File: config.mk
export PLATFORM = sky130hd
export DESIGN_NAME = usi_indicator
export DESIGN_NICKNAME = d
export VERILOG_FILES = /design/src/rtl/usi_pkg.sv /design/src/rtl/usi_indicator.sv
export VERILOG_INCLUDE_DIRS = /design/src /design/src/rtl
export SDC_FILE = /design/constraint.sdc
export NUM_CORES = 1
export LEC_CHECK = 0
export BUFFER_PORTS_ARGS = -buffer_cell sky130_fd_sc_hd__buf_4
export CORE_ASPECT_RATIO = 1.5
export CORE_MARGIN = 1
export CORE_UTILIZATION = 49
export CTS_CLUSTER_SIZE = 30
export DETAILED_ROUTE_END_ITERATION = 16
export PLACE_DENSITY = 0.71
export SYNTH_ARGS = -nofsm -noshare
export SYNTH_HDL_FRONTEND = slang
export SYNTH_SLANG_ARGS = --single-unit
File: constraint.sdc
create_clock -name pclk -period 2.6 [get_ports pclk]
set_clock_uncertainty 0.05 [all_clocks]
set_input_delay 0.13 -clock pclk [delete_from_list [all_inputs] [get_ports pclk]]
set_output_delay 0.13 -clock pclk [all_outputs]
set_load 0.03 [all_outputs]
File: src/rtl/usi_params.svh
`ifndef USI_PARAMS_SVH
`define USI_PARAMS_SVH
// ==================================================
// Register map (byte addresses, one word each)
`define USI_OFF_CTRL      12'h000
`define USI_OFF_OBJ       12'h004
`define USI_OFF_LOCAL     12'h008
`define USI_OFF_STATUS    12'h00C
// ==================================================
// Control register fields
`define USI_CTRL_UNIT     1:0
`define USI_CTRL_REMOTE   2
`define USI_CTRL_CHG      3
`define USI_CTRL_CFG      4
`define USI_CTRL_DL       5
`define USI_CTRL_RST      6
`define USI_CTRL_BOOST    7
`define USI_CTRL_MASTER   8
`define USI_CTRL_PSS      9
`define USI_CTRL_ACK      10
`define USI_CTRL_TXEN     11
`define USI_CTRL_TXDIS    12
`define USI_CTRL_EXT      13
// ==================================================
// Managed object report fields
`define USI_OBJ_FUNC      0
`define USI_OBJ_CTLR      1
`define USI_OBJ_RCV       2
`define USI_OBJ_SLOT      3
`define USI_OBJ_RESET     4
// ==================================================
// Local status fields
`define USI_LOC_FUNC_FLT  0
`define USI_LOC_CTLR_OK   1
`define USI_LOC_CFG_DONE  2
`define USI_LOC_EXT_OK    3
`define USI_LOC_SUB_FLT   4
// ==================================================
// Timing
`define USI_CLK_HZ        200000000
`define USI_BLINK_HALF_MS 1000
`define USI_START_OFF_MS  2000
`define USI_CTRL_RST_VAL  32'h0000_0000
`endif

File: src/rtl/usi_pkg.sv
package usi_pkg;
   typedef enum logic [1:0] {
      USI_CENTRAL,
      USI_TRANSCEIVER,
      USI_ENVIRONMENT,
      USI_SUBORDINATE
   } usi_unit_t;
   typedef struct packed {
      logic green;
      logic yellow;
   } usi_lamps_t;
endpackage : usi_pkg

File: src/rtl/usi_indicator.sv
`timescale 1ns/10ps
`include "usi_params.svh"
// Summary of operation
// - Blink operational lamp during software download
// - Blink during controller configuration job
// - Blink while restart pending after download
// - Blink beats on; on beats off
// - Otherwise lit if operational, else dark
// - Lamp off two to ten seconds after start
// - Any reset ends control of both lamps
// - Remote master cabinet needs four object kinds
// - Remote transceiver needs controller, receiver, timeslot
// - Boost slave lamp follows master lamp in remote mode only
// - Object out of operation on reset, local
// - Environment unit lamp from local faults only
// - Local master needs function, controller, configuration
// - Subordinate operational when no class 1 faults
// - Local extension cabinet needs controller, configuration
// - Remote handling ends after acknowledgement sent
// - Not operational during mode change, except environment and subordinate units
// - Environment and subordinate units stay local
// - Tx lamp lit until transmitter enabled
// - Tx lamp on when transmitter disabled
// - Remote report only in remote, permitted state
module usi_indicator #(
   parameter int BLINK_HALF_CYC = (`USI_CLK_HZ / 1000) * `USI_BLINK_HALF_MS,
   parameter int START_OFF_CYC  = (`USI_CLK_HZ / 1000) * `USI_START_OFF_MS
) (
   input  wire logic        pclk,
   input  wire logic        presetn,
   input  wire logic        psel,
   input  wire logic        penable,
   input  wire logic        pwrite,
   input  wire logic [11:0] paddr,
   input  wire logic [31:0] pwdata,
   output logic      [31:0] prdata,
   output logic             pready,
   output logic             pslverr,
   input  wire logic        master_lamp,
   output logic             green_lamp,
   output logic             yellow_lamp
);
   // ==================================================
   // Bus decode
   wire        acc      = psel & penable;
   wire        wr       = acc & pwrite;
   wire        hit_ctrl = (paddr == `USI_OFF_CTRL);
   wire        hit_obj  = (paddr == `USI_OFF_OBJ);
   wire        hit_loc  = (paddr == `USI_OFF_LOCAL);
   wire        hit_st   = (paddr == `USI_OFF_STATUS);
   wire        mapped   = hit_ctrl | hit_obj | hit_loc | hit_st;

   logic [31:0] ctrl_q;
   logic [3:0]  obj_q;
   logic [4:0]  loc_q;
   logic        tx_off_q;
   logic        started_q;
   logic [31:0] start_cnt_q;
   logic [31:0] blink_cnt_q;
   logic        phase_q;
   logic        green_q;
   logic        yellow_q;
   logic        remote_done_q;

   assign pready  = 1'b1;
   assign pslverr = acc & ~mapped;

   // ==================================================
   // Mode and conditions
   wire [1:0] unit_w  = ctrl_q[`USI_CTRL_UNIT];
   wire       is_env  = (unit_w == 2'(usi_pkg::USI_ENVIRONMENT));
   wire       is_sub  = (unit_w == 2'(usi_pkg::USI_SUBORDINATE));
   wire       is_cen  = (unit_w == 2'(usi_pkg::USI_CENTRAL));
   // Remote mode is refused for units that must stay local
   wire       remote  = ctrl_q[`USI_CTRL_REMOTE] & ~is_env & ~is_sub;
   wire       chg     = ctrl_q[`USI_CTRL_CHG];
   // Reports accepted only in remote, permitted state, before acknowledge
   wire       obj_wr  = wr & hit_obj & remote & ctrl_q[`USI_CTRL_PSS] & ~remote_done_q;
   wire       blink_c = ctrl_q[`USI_CTRL_DL] | ctrl_q[`USI_CTRL_CFG] | ctrl_q[`USI_CTRL_RST];
   wire       rem_trx = obj_q[`USI_OBJ_CTLR] & obj_q[`USI_OBJ_RCV] & obj_q[`USI_OBJ_SLOT];
   wire       rem_cen = obj_q[`USI_OBJ_FUNC] & rem_trx;
   wire       loc_trx = loc_q[`USI_LOC_CTLR_OK] & loc_q[`USI_LOC_CFG_DONE];
   wire       loc_ext = ~ctrl_q[`USI_CTRL_EXT] | loc_q[`USI_LOC_EXT_OK];
   wire       loc_cen = ~loc_q[`USI_LOC_FUNC_FLT] & loc_trx & loc_ext;
   wire       loc_ok  = ~loc_q[`USI_LOC_SUB_FLT];
   logic      oper;
   always_comb begin
      if (chg & ~is_env & ~is_sub)
         oper = 1'b0;
      else if (is_env | is_sub)
         oper = loc_ok;
      else if (remote & ctrl_q[`USI_CTRL_BOOST] & ~ctrl_q[`USI_CTRL_MASTER] & ~is_cen)
         oper = master_lamp;
      else if (remote)
         oper = is_cen ? rem_cen : rem_trx;
      else
         oper = is_cen ? loc_cen : loc_trx;
   end
   // Flashing first, then steady on, else dark; dark until start window ends
   wire green_d = ~started_q ? 1'b0 : (blink_c ? phase_q : oper);

   // ==================================================
   // Registers
   always_ff @(posedge pclk or negedge presetn) begin
      if (!presetn) begin
         ctrl_q <= `USI_CTRL_RST_VAL;
      end else if (wr & hit_ctrl) begin
         ctrl_q <= pwdata;
      end
   end

   // Objects drop out on reset or when the unit goes local
   always_ff @(posedge pclk or negedge presetn) begin
      if (!presetn) begin
         obj_q <= 4'h0;
      end else if (~remote | (obj_wr & pwdata[`USI_OBJ_RESET])) begin
         obj_q <= 4'h0;
      end else if (obj_wr) begin
         obj_q <= pwdata[3:0];
      end
   end

   always_ff @(posedge pclk or negedge presetn) begin
      if (!presetn) begin
         loc_q <= 5'h00;
      end else if (wr & hit_loc) begin
         loc_q <= pwdata[4:0];
      end
   end

   // Acknowledge ends remote handling until the unit leaves remote mode
   always_ff @(posedge pclk or negedge presetn) begin
      if (!presetn) begin
         remote_done_q <= 1'b0;
      end else if (~remote) begin
         remote_done_q <= 1'b0;
      end else if (wr & hit_ctrl & pwdata[`USI_CTRL_ACK]) begin
         remote_done_q <= 1'b1;
      end
   end

   // Disable wins over enable when both arrive together
   always_ff @(posedge pclk or negedge presetn) begin
      if (!presetn) begin
         tx_off_q <= 1'b1;
      end else if (wr & hit_ctrl & pwdata[`USI_CTRL_TXDIS]) begin
         tx_off_q <= 1'b1;
      end else if (wr & hit_ctrl & pwdata[`USI_CTRL_TXEN]) begin
         tx_off_q <= 1'b0;
      end
   end

   // ==================================================
   // Start window and flash divider
   always_ff @(posedge pclk or negedge presetn) begin
      if (!presetn) begin
         start_cnt_q <= 32'h0000_0000;
         started_q   <= 1'b0;
      end else if (!started_q) begin
         start_cnt_q <= start_cnt_q + 32'h0000_0001;
         started_q   <= (start_cnt_q == 32'(START_OFF_CYC - 1));
      end
   end

   always_ff @(posedge pclk or negedge presetn) begin
      if (!presetn) begin
         blink_cnt_q <= 32'h0000_0000;
         phase_q     <= 1'b0;
      end else if (blink_cnt_q == 32'(BLINK_HALF_CYC - 1)) begin
         blink_cnt_q <= 32'h0000_0000;
         phase_q     <= ~phase_q;
      end else begin
         blink_cnt_q <= blink_cnt_q + 32'h0000_0001;
      end
   end

   // Reset drives both lamps dark; a reset ends all lamp state
   always_ff @(posedge pclk or negedge presetn) begin
      if (!presetn) begin
         green_q  <= 1'b0;
         yellow_q <= 1'b0;
      end else begin
         green_q  <= green_d;
         yellow_q <= tx_off_q;
      end
   end

   assign green_lamp  = green_q;
   assign yellow_lamp = yellow_q;

   wire [31:0] status_w = {26'h000_0000, remote_done_q, remote, oper, phase_q, yellow_q, green_q};
   always_comb begin
      prdata = 32'h0000_0000;
      if (hit_ctrl)
         prdata = ctrl_q;
      else if (hit_obj)
         prdata = {28'h000_0000, obj_q};
      else if (hit_loc)
         prdata = {27'h000_0000, loc_q};
      else if (hit_st)
         prdata = status_w;
   end

   // ==================================================
   // Checks: flashing and start window
   chk_blink_wins: assert property (@(posedge pclk) disable iff (!presetn)
      started_q && blink_c
      |=> green_q == $past(phase_q))
      else $error("blink not followed");

   chk_oper_steady: assert property (@(posedge pclk) disable iff (!presetn)
      started_q && !blink_c
      |=> green_q == $past(oper))
      else $error("steady lamp wrong");

   chk_start_dark: assert property (@(posedge pclk) disable iff (!presetn)
      !started_q
      |=> !green_q)
      else $error("lamp lit before start");

   chk_download_blink: assert property (@(posedge pclk) disable iff (!presetn)
      started_q && ctrl_q[`USI_CTRL_DL]
      |=> green_q == $past(phase_q))
      else $error("no flash during download");

   chk_config_blink: assert property (@(posedge pclk) disable iff (!presetn)
      started_q && ctrl_q[`USI_CTRL_CFG]
      |=> green_q == $past(phase_q))
      else $error("no flash during configuration");

   chk_restart_blink: assert property (@(posedge pclk) disable iff (!presetn)
      started_q && ctrl_q[`USI_CTRL_RST]
      |=> green_q == $past(phase_q))
      else $error("no flash while restart pending");

   chk_phase_period: assert property (@(posedge pclk) disable iff (!presetn)
      $changed(phase_q)
      |=> $stable(phase_q))
      else $error("phase toggles too fast");

   chk_phase_count: assert property (@(posedge pclk) disable iff (!presetn)
      blink_cnt_q == 32'(BLINK_HALF_CYC - 1)
      |=> phase_q != $past(phase_q))
      else $error("phase missed its toggle");

   chk_start_length: assert property (@(posedge pclk) disable iff (!presetn)
      !started_q && start_cnt_q == 32'(START_OFF_CYC - 1)
      |=> started_q)
      else $error("start window not closed");

   // ==================================================
   // Checks: operational state
   chk_chg_notop: assert property (@(posedge pclk) disable iff (!presetn)
      chg && !is_env && !is_sub
      |-> !oper)
      else $error("operational during change");

   chk_remote_central: assert property (@(posedge pclk) disable iff (!presetn)
      remote && !chg && is_cen
      |-> oper == (obj_q[`USI_OBJ_FUNC] && obj_q[`USI_OBJ_CTLR] && obj_q[`USI_OBJ_RCV] && obj_q[`USI_OBJ_SLOT]))
      else $error("remote central state wrong");

   chk_remote_transceiver: assert property (@(posedge pclk) disable iff (!presetn)
      remote && !chg && !is_cen && (!ctrl_q[`USI_CTRL_BOOST] || ctrl_q[`USI_CTRL_MASTER])
      |-> oper == (obj_q[`USI_OBJ_CTLR] && obj_q[`USI_OBJ_RCV] && obj_q[`USI_OBJ_SLOT]))
      else $error("remote transceiver state wrong");

   chk_boost_follow: assert property (@(posedge pclk) disable iff (!presetn)
      remote && !chg && ctrl_q[`USI_CTRL_BOOST] && !ctrl_q[`USI_CTRL_MASTER] && !is_cen
      |-> oper == master_lamp)
      else $error("slave lamp differs");

   chk_local_central: assert property (@(posedge pclk) disable iff (!presetn)
      !remote && !chg && is_cen
      |-> oper == (!loc_q[`USI_LOC_FUNC_FLT] && loc_q[`USI_LOC_CTLR_OK] && loc_q[`USI_LOC_CFG_DONE] && loc_ext))
      else $error("local central state wrong");

   chk_ext_cabinet: assert property (@(posedge pclk) disable iff (!presetn)
      !remote && is_cen && ctrl_q[`USI_CTRL_EXT] && !loc_q[`USI_LOC_EXT_OK]
      |-> !oper)
      else $error("extension cabinet ignored");

   chk_env_local: assert property (@(posedge pclk) disable iff (!presetn)
      is_env
      |-> oper == !loc_q[`USI_LOC_SUB_FLT])
      else $error("environment lamp not local");

   chk_sub_local: assert property (@(posedge pclk) disable iff (!presetn)
      is_sub
      |-> oper == !loc_q[`USI_LOC_SUB_FLT])
      else $error("subordinate state wrong");

   chk_stay_local: assert property (@(posedge pclk) disable iff (!presetn)
      is_env || is_sub
      |-> !remote)
      else $error("local-only unit went remote");

   // ==================================================
   // Checks: object reports
   chk_local_object: assert property (@(posedge pclk) disable iff (!presetn)
      !remote
      |=> obj_q == 4'h0)
      else $error("object kept in local");

   chk_object_reset: assert property (@(posedge pclk) disable iff (!presetn)
      obj_wr && pwdata[`USI_OBJ_RESET]
      |=> obj_q == 4'h0)
      else $error("object kept over reset");

   chk_object_load: assert property (@(posedge pclk) disable iff (!presetn)
      obj_wr && !pwdata[`USI_OBJ_RESET]
      |=> obj_q == $past(pwdata[3:0]))
      else $error("report not taken");

   chk_ack_block: assert property (@(posedge pclk) disable iff (!presetn)
      remote_done_q && remote && wr && hit_obj
      |=> $stable(obj_q))
      else $error("report after ack");

   chk_no_permit: assert property (@(posedge pclk) disable iff (!presetn)
      remote && !ctrl_q[`USI_CTRL_PSS] && wr && hit_obj
      |=> $stable(obj_q))
      else $error("report outside permitted state");

   chk_ack_set: assert property (@(posedge pclk) disable iff (!presetn)
      remote && wr && hit_ctrl && pwdata[`USI_CTRL_ACK]
      |=> remote_done_q)
      else $error("ack not recorded");

   // ==================================================
   // Checks: transmitter lamp
   chk_tx_dis: assert property (@(posedge pclk) disable iff (!presetn)
      wr && hit_ctrl && pwdata[`USI_CTRL_TXDIS]
      |=> ##1 yellow_q)
      else $error("tx lamp not on");

   chk_tx_en: assert property (@(posedge pclk) disable iff (!presetn)
      wr && hit_ctrl && pwdata[`USI_CTRL_TXEN] && !pwdata[`USI_CTRL_TXDIS]
      |=> ##1 !yellow_q)
      else $error("tx lamp not off");

   chk_tx_on: assert property (@(posedge pclk) disable iff (!presetn)
      tx_off_q
      |=> yellow_q)
      else $error("tx lamp dark while disabled");

   chk_tx_off: assert property (@(posedge pclk) disable iff (!presetn)
      !tx_off_q
      |=> !yellow_q)
      else $error("tx lamp lit while enabled");

endmodule : usi_indicator

==> key figures <==
Status
  – Outcome: finished, final reports clean

GRT
  – First-pass GRT wire length: 19.6 mm
  – Initial antenna violation count: 0
  – Largest net degree at the start of global routing: 53
  – Vias in the first global route: 4,175
  – GRT overflow: 0
  – GRT Overall Usage: 22.2%

Timing
  – Unrepaired setup endpoints after global routing: false
  – Max Slew Vio Count: 0
  – Max Freq: 433 MHz
  – Max-slew headroom: 56.3%
  – Setup TNS: 0 ps
  – Final Setup Violations: 0
  – Worst-Margin Slew: 656 ps
  – Fin crit share: 88.9%
  – Final Critical Period: 2310 ps
  – Final hold violations: 0

Pwr
  – PD cells: 481 mW/mm²
  – Leak: 3.15 nW
  – Maximum vdd drop: 295 µV
  – Total power: 3.28 mW

Hold path
  – Hold crit path type: input port to flip-flop

Synthesis
  – Synth cell count leaders: 110 x dfrtp_1, 42 x xnor2_1, 41 x nor2_1
  – Synth Cell Area: 0.00534 mm²
  – #FFs+latches synth: 111
  – Synth area leaders: dfrtp_1 52%, mux2_2 7.8%, xnor2_1 6.9%
  – Syn nets: 527
  – Mean Syn Cell Area: 11.2 µm²
  – Post-synth top flop: dfrtp_1
  – Yosys warning total: 0
  – Top-area cell type share of the netlist area: 51.5%
  – Most numerous cell in the Yosys netlist: dfrtp_1
  – Ys async rst share: 100%
  – Post-synthesis instance total: 475
  – Distinct cells, synth: 48
  – Largest area contributor in the netlist: dfrtp_1
  – Post-synth EDFFs: 0
  – Register area share after synthesis: 52.0%

Finish
  – Layout cells sized above 1: 26.8%
  – Final Net Count: 655
  – Layout area overhead: 27.6%
  – Layout Utilization: 64.4%
  – Antenna Cells: 0

Route
  – Remaining antenna violation count: 0
  – Post-DR vias/cell: 5.49
  – Iter 0 DRT Violations: 207
  – WL final: 11.9 mm
  – DRC viols: 0
  – DR WL/cell: 15.9 µm
  – Via count: 4,128
  – DRT Pass-1 Iters: 4

CTS
  – Bufs on Longest Clock Path: 2
  – CTS buffer count: 9
  – CTS sink cnt: 111
  – Clk slew on worst S/H paths: 70 ps
  – Worst skew pair latency: 340 ps
  – CTS tree: yes
  – Clock Tree Root: clkbuf_16
  – H-tree lvl count: 3
  – # Post-CTS Setup Buffers: 0

Flow run
  – Max-Cap Viols: 0

Critical path
  – FF-to-FF setup slack: 360 ps
  – Critical Path RT: 2420 ps
  – CP Class: flip-flop to primary output
  – Critical path startpoint: ctrl_q[0]
  – CP endpoint kind: primary output
  – Worst EP arrival: 2130 ps
  – Reg2reg start: started_q
  – Worst Path Max Fanout: 5
  – RR Endpoint: start_cnt_q[31]
  – Critical Path Start Type: flip-flop
  – Reg2Reg Depth: 5
  – Worst setup path end: prdata[3]

Floorplan
  – Initial Utilization: 50.4%
  – Core area: 0.0106 mm²
  – Chip height: 130 µm
  – Die W: 87.3 µm
  – Die area: 0.0113 mm²
  – Num rows: 46
  – IO Pins: 86

Placed design
  – Post-DP HPWL: 8.29 mm
  – Routability congestion estimate: 0.901
  – IO buf count: 84
[power by group]
group / total (mW) / internal, mW / leakage [nW] / switching, mW
Sequential: 1.73 / 1.73 / 1.51 / 0.000489
Combinational: 0.163 / 0.0894 / 1.49 / 0.0732
Clock: 1.39 / 0.803 / 0.147 / 0.582
[placed cells by master, fill, tap and decap left out, types with 5 or more instances in the layout]
master and instances:
buf_4 97, nand3b_1 6, nand2_1 26, dlygate4sd3_1 32, nand3_1 30, inv_1 7, nand2b_1 9, nor2_1 41
nand4_1 19, nor4_1 9, clkbuf_16 9, a21oi_1 10, mux2_2 37, xor2_1 17, and4_1 5, xnor2_1 42
o21ai_0 6, dfrtp_1 110, nor2b_1 7, and2_1 28, nor3_1 7
[stage by stage]
| stage | std cells | hold WS (ps) | area (µm²) | setup WS [ps] |
|---|---|---|---|---|
| 2_1_floorplan | 475 | -216 | 5340 | 418 |
| 3_3_place_gp | 704 | 135 | 6190 | 337 |
| 3_5_place_dp | 704 | 153 | 6190 | 254 |
| 4_1_cts | 752 | 33.3 | 6820 | 284 |
| 5_1_grt | 752 | 40.1 | 6820 | 202 |
| 6_report | 752 | 45.5 | 6820 | 288 |
[logic make-up after synthesis]
group,after synthesis,synth area share [%]
and+or+nand+nor,215,23.3
DFF,111,52.0
xor gates and xnor gates,59,9.67
muxes,42,9.44
AOI/OAI and AO/OA,25,3.02
buffers and inverters,20,2.06
adders and majority gates,2,0.468
other,1,0.0702
[critical path, stage by stage, from the launching register on]
cell and delay, ps:
dfrtp_1 460, nand3b_1 160, a21oi_1 160, a21oi_1 60
o41ai_1 550, a41o_1 250, buf_4 160
[worst min path at each step]
stage | from | depth (start not counted) | endpoint | slack, ps
after floorplan | presetn | 0 | blink_cnt_q[0] | -220
after global placement | presetn | 1 | ctrl_q[23] | 130
after detailed placement | presetn | 1 | ctrl_q[23] | 150
after CTS | pwdata[4] | 2 | ctrl_q[4] | 30
after global routing | pwdata[4] | 2 | loc_q[4] | 40
final | pwdata[4] | 2 | ctrl_q[4] | 50
[sequential cells by signal, summed over array words and instances, names as in the netlist]
signal         cells
blink_cnt_q       32
yellow_lamp        1
start_cnt_q       32
green_lamp         1
ctrl_q            32
loc_q              5
phase_q            1
obj_q              4
remote_done_q      1
started_q          1
tx_off_q           1
[layer usage]
metal,GRT usage (%),part of all wire (%),routed length [µm],vias up
li1,-,-,-,1931
met1,25.1,40,4790,2039
met2,40.5,53,6290,127
met3,3.73,4.3,508,31
met4,10.0,2.9,341,0
met5,0,0,0,-
[repair_timing]
action | in CTS | in global routing
gates resized for setup | 0 | 0
setup endpoints to repair | 0 | 0
hold endpoints to repair | 83 | 0
hold buffers | 32 | 0
[layout make-up]
| type | instances | area (µm²) |
|---|---|---|
| repair buffers | 130 | 1070 |
| multi-input cells | 344 | 2460 |
| inverters | 7 | 26.3 |
| flip-flops and latches | 111 | 2780 |
| well taps | 144 | 180 |
| clock buffers | 14 | 264 |
| fillers | 841 | 3770 |
| clock inverters | 2 | 38.8 |
(Power assumes the default switching activity.)
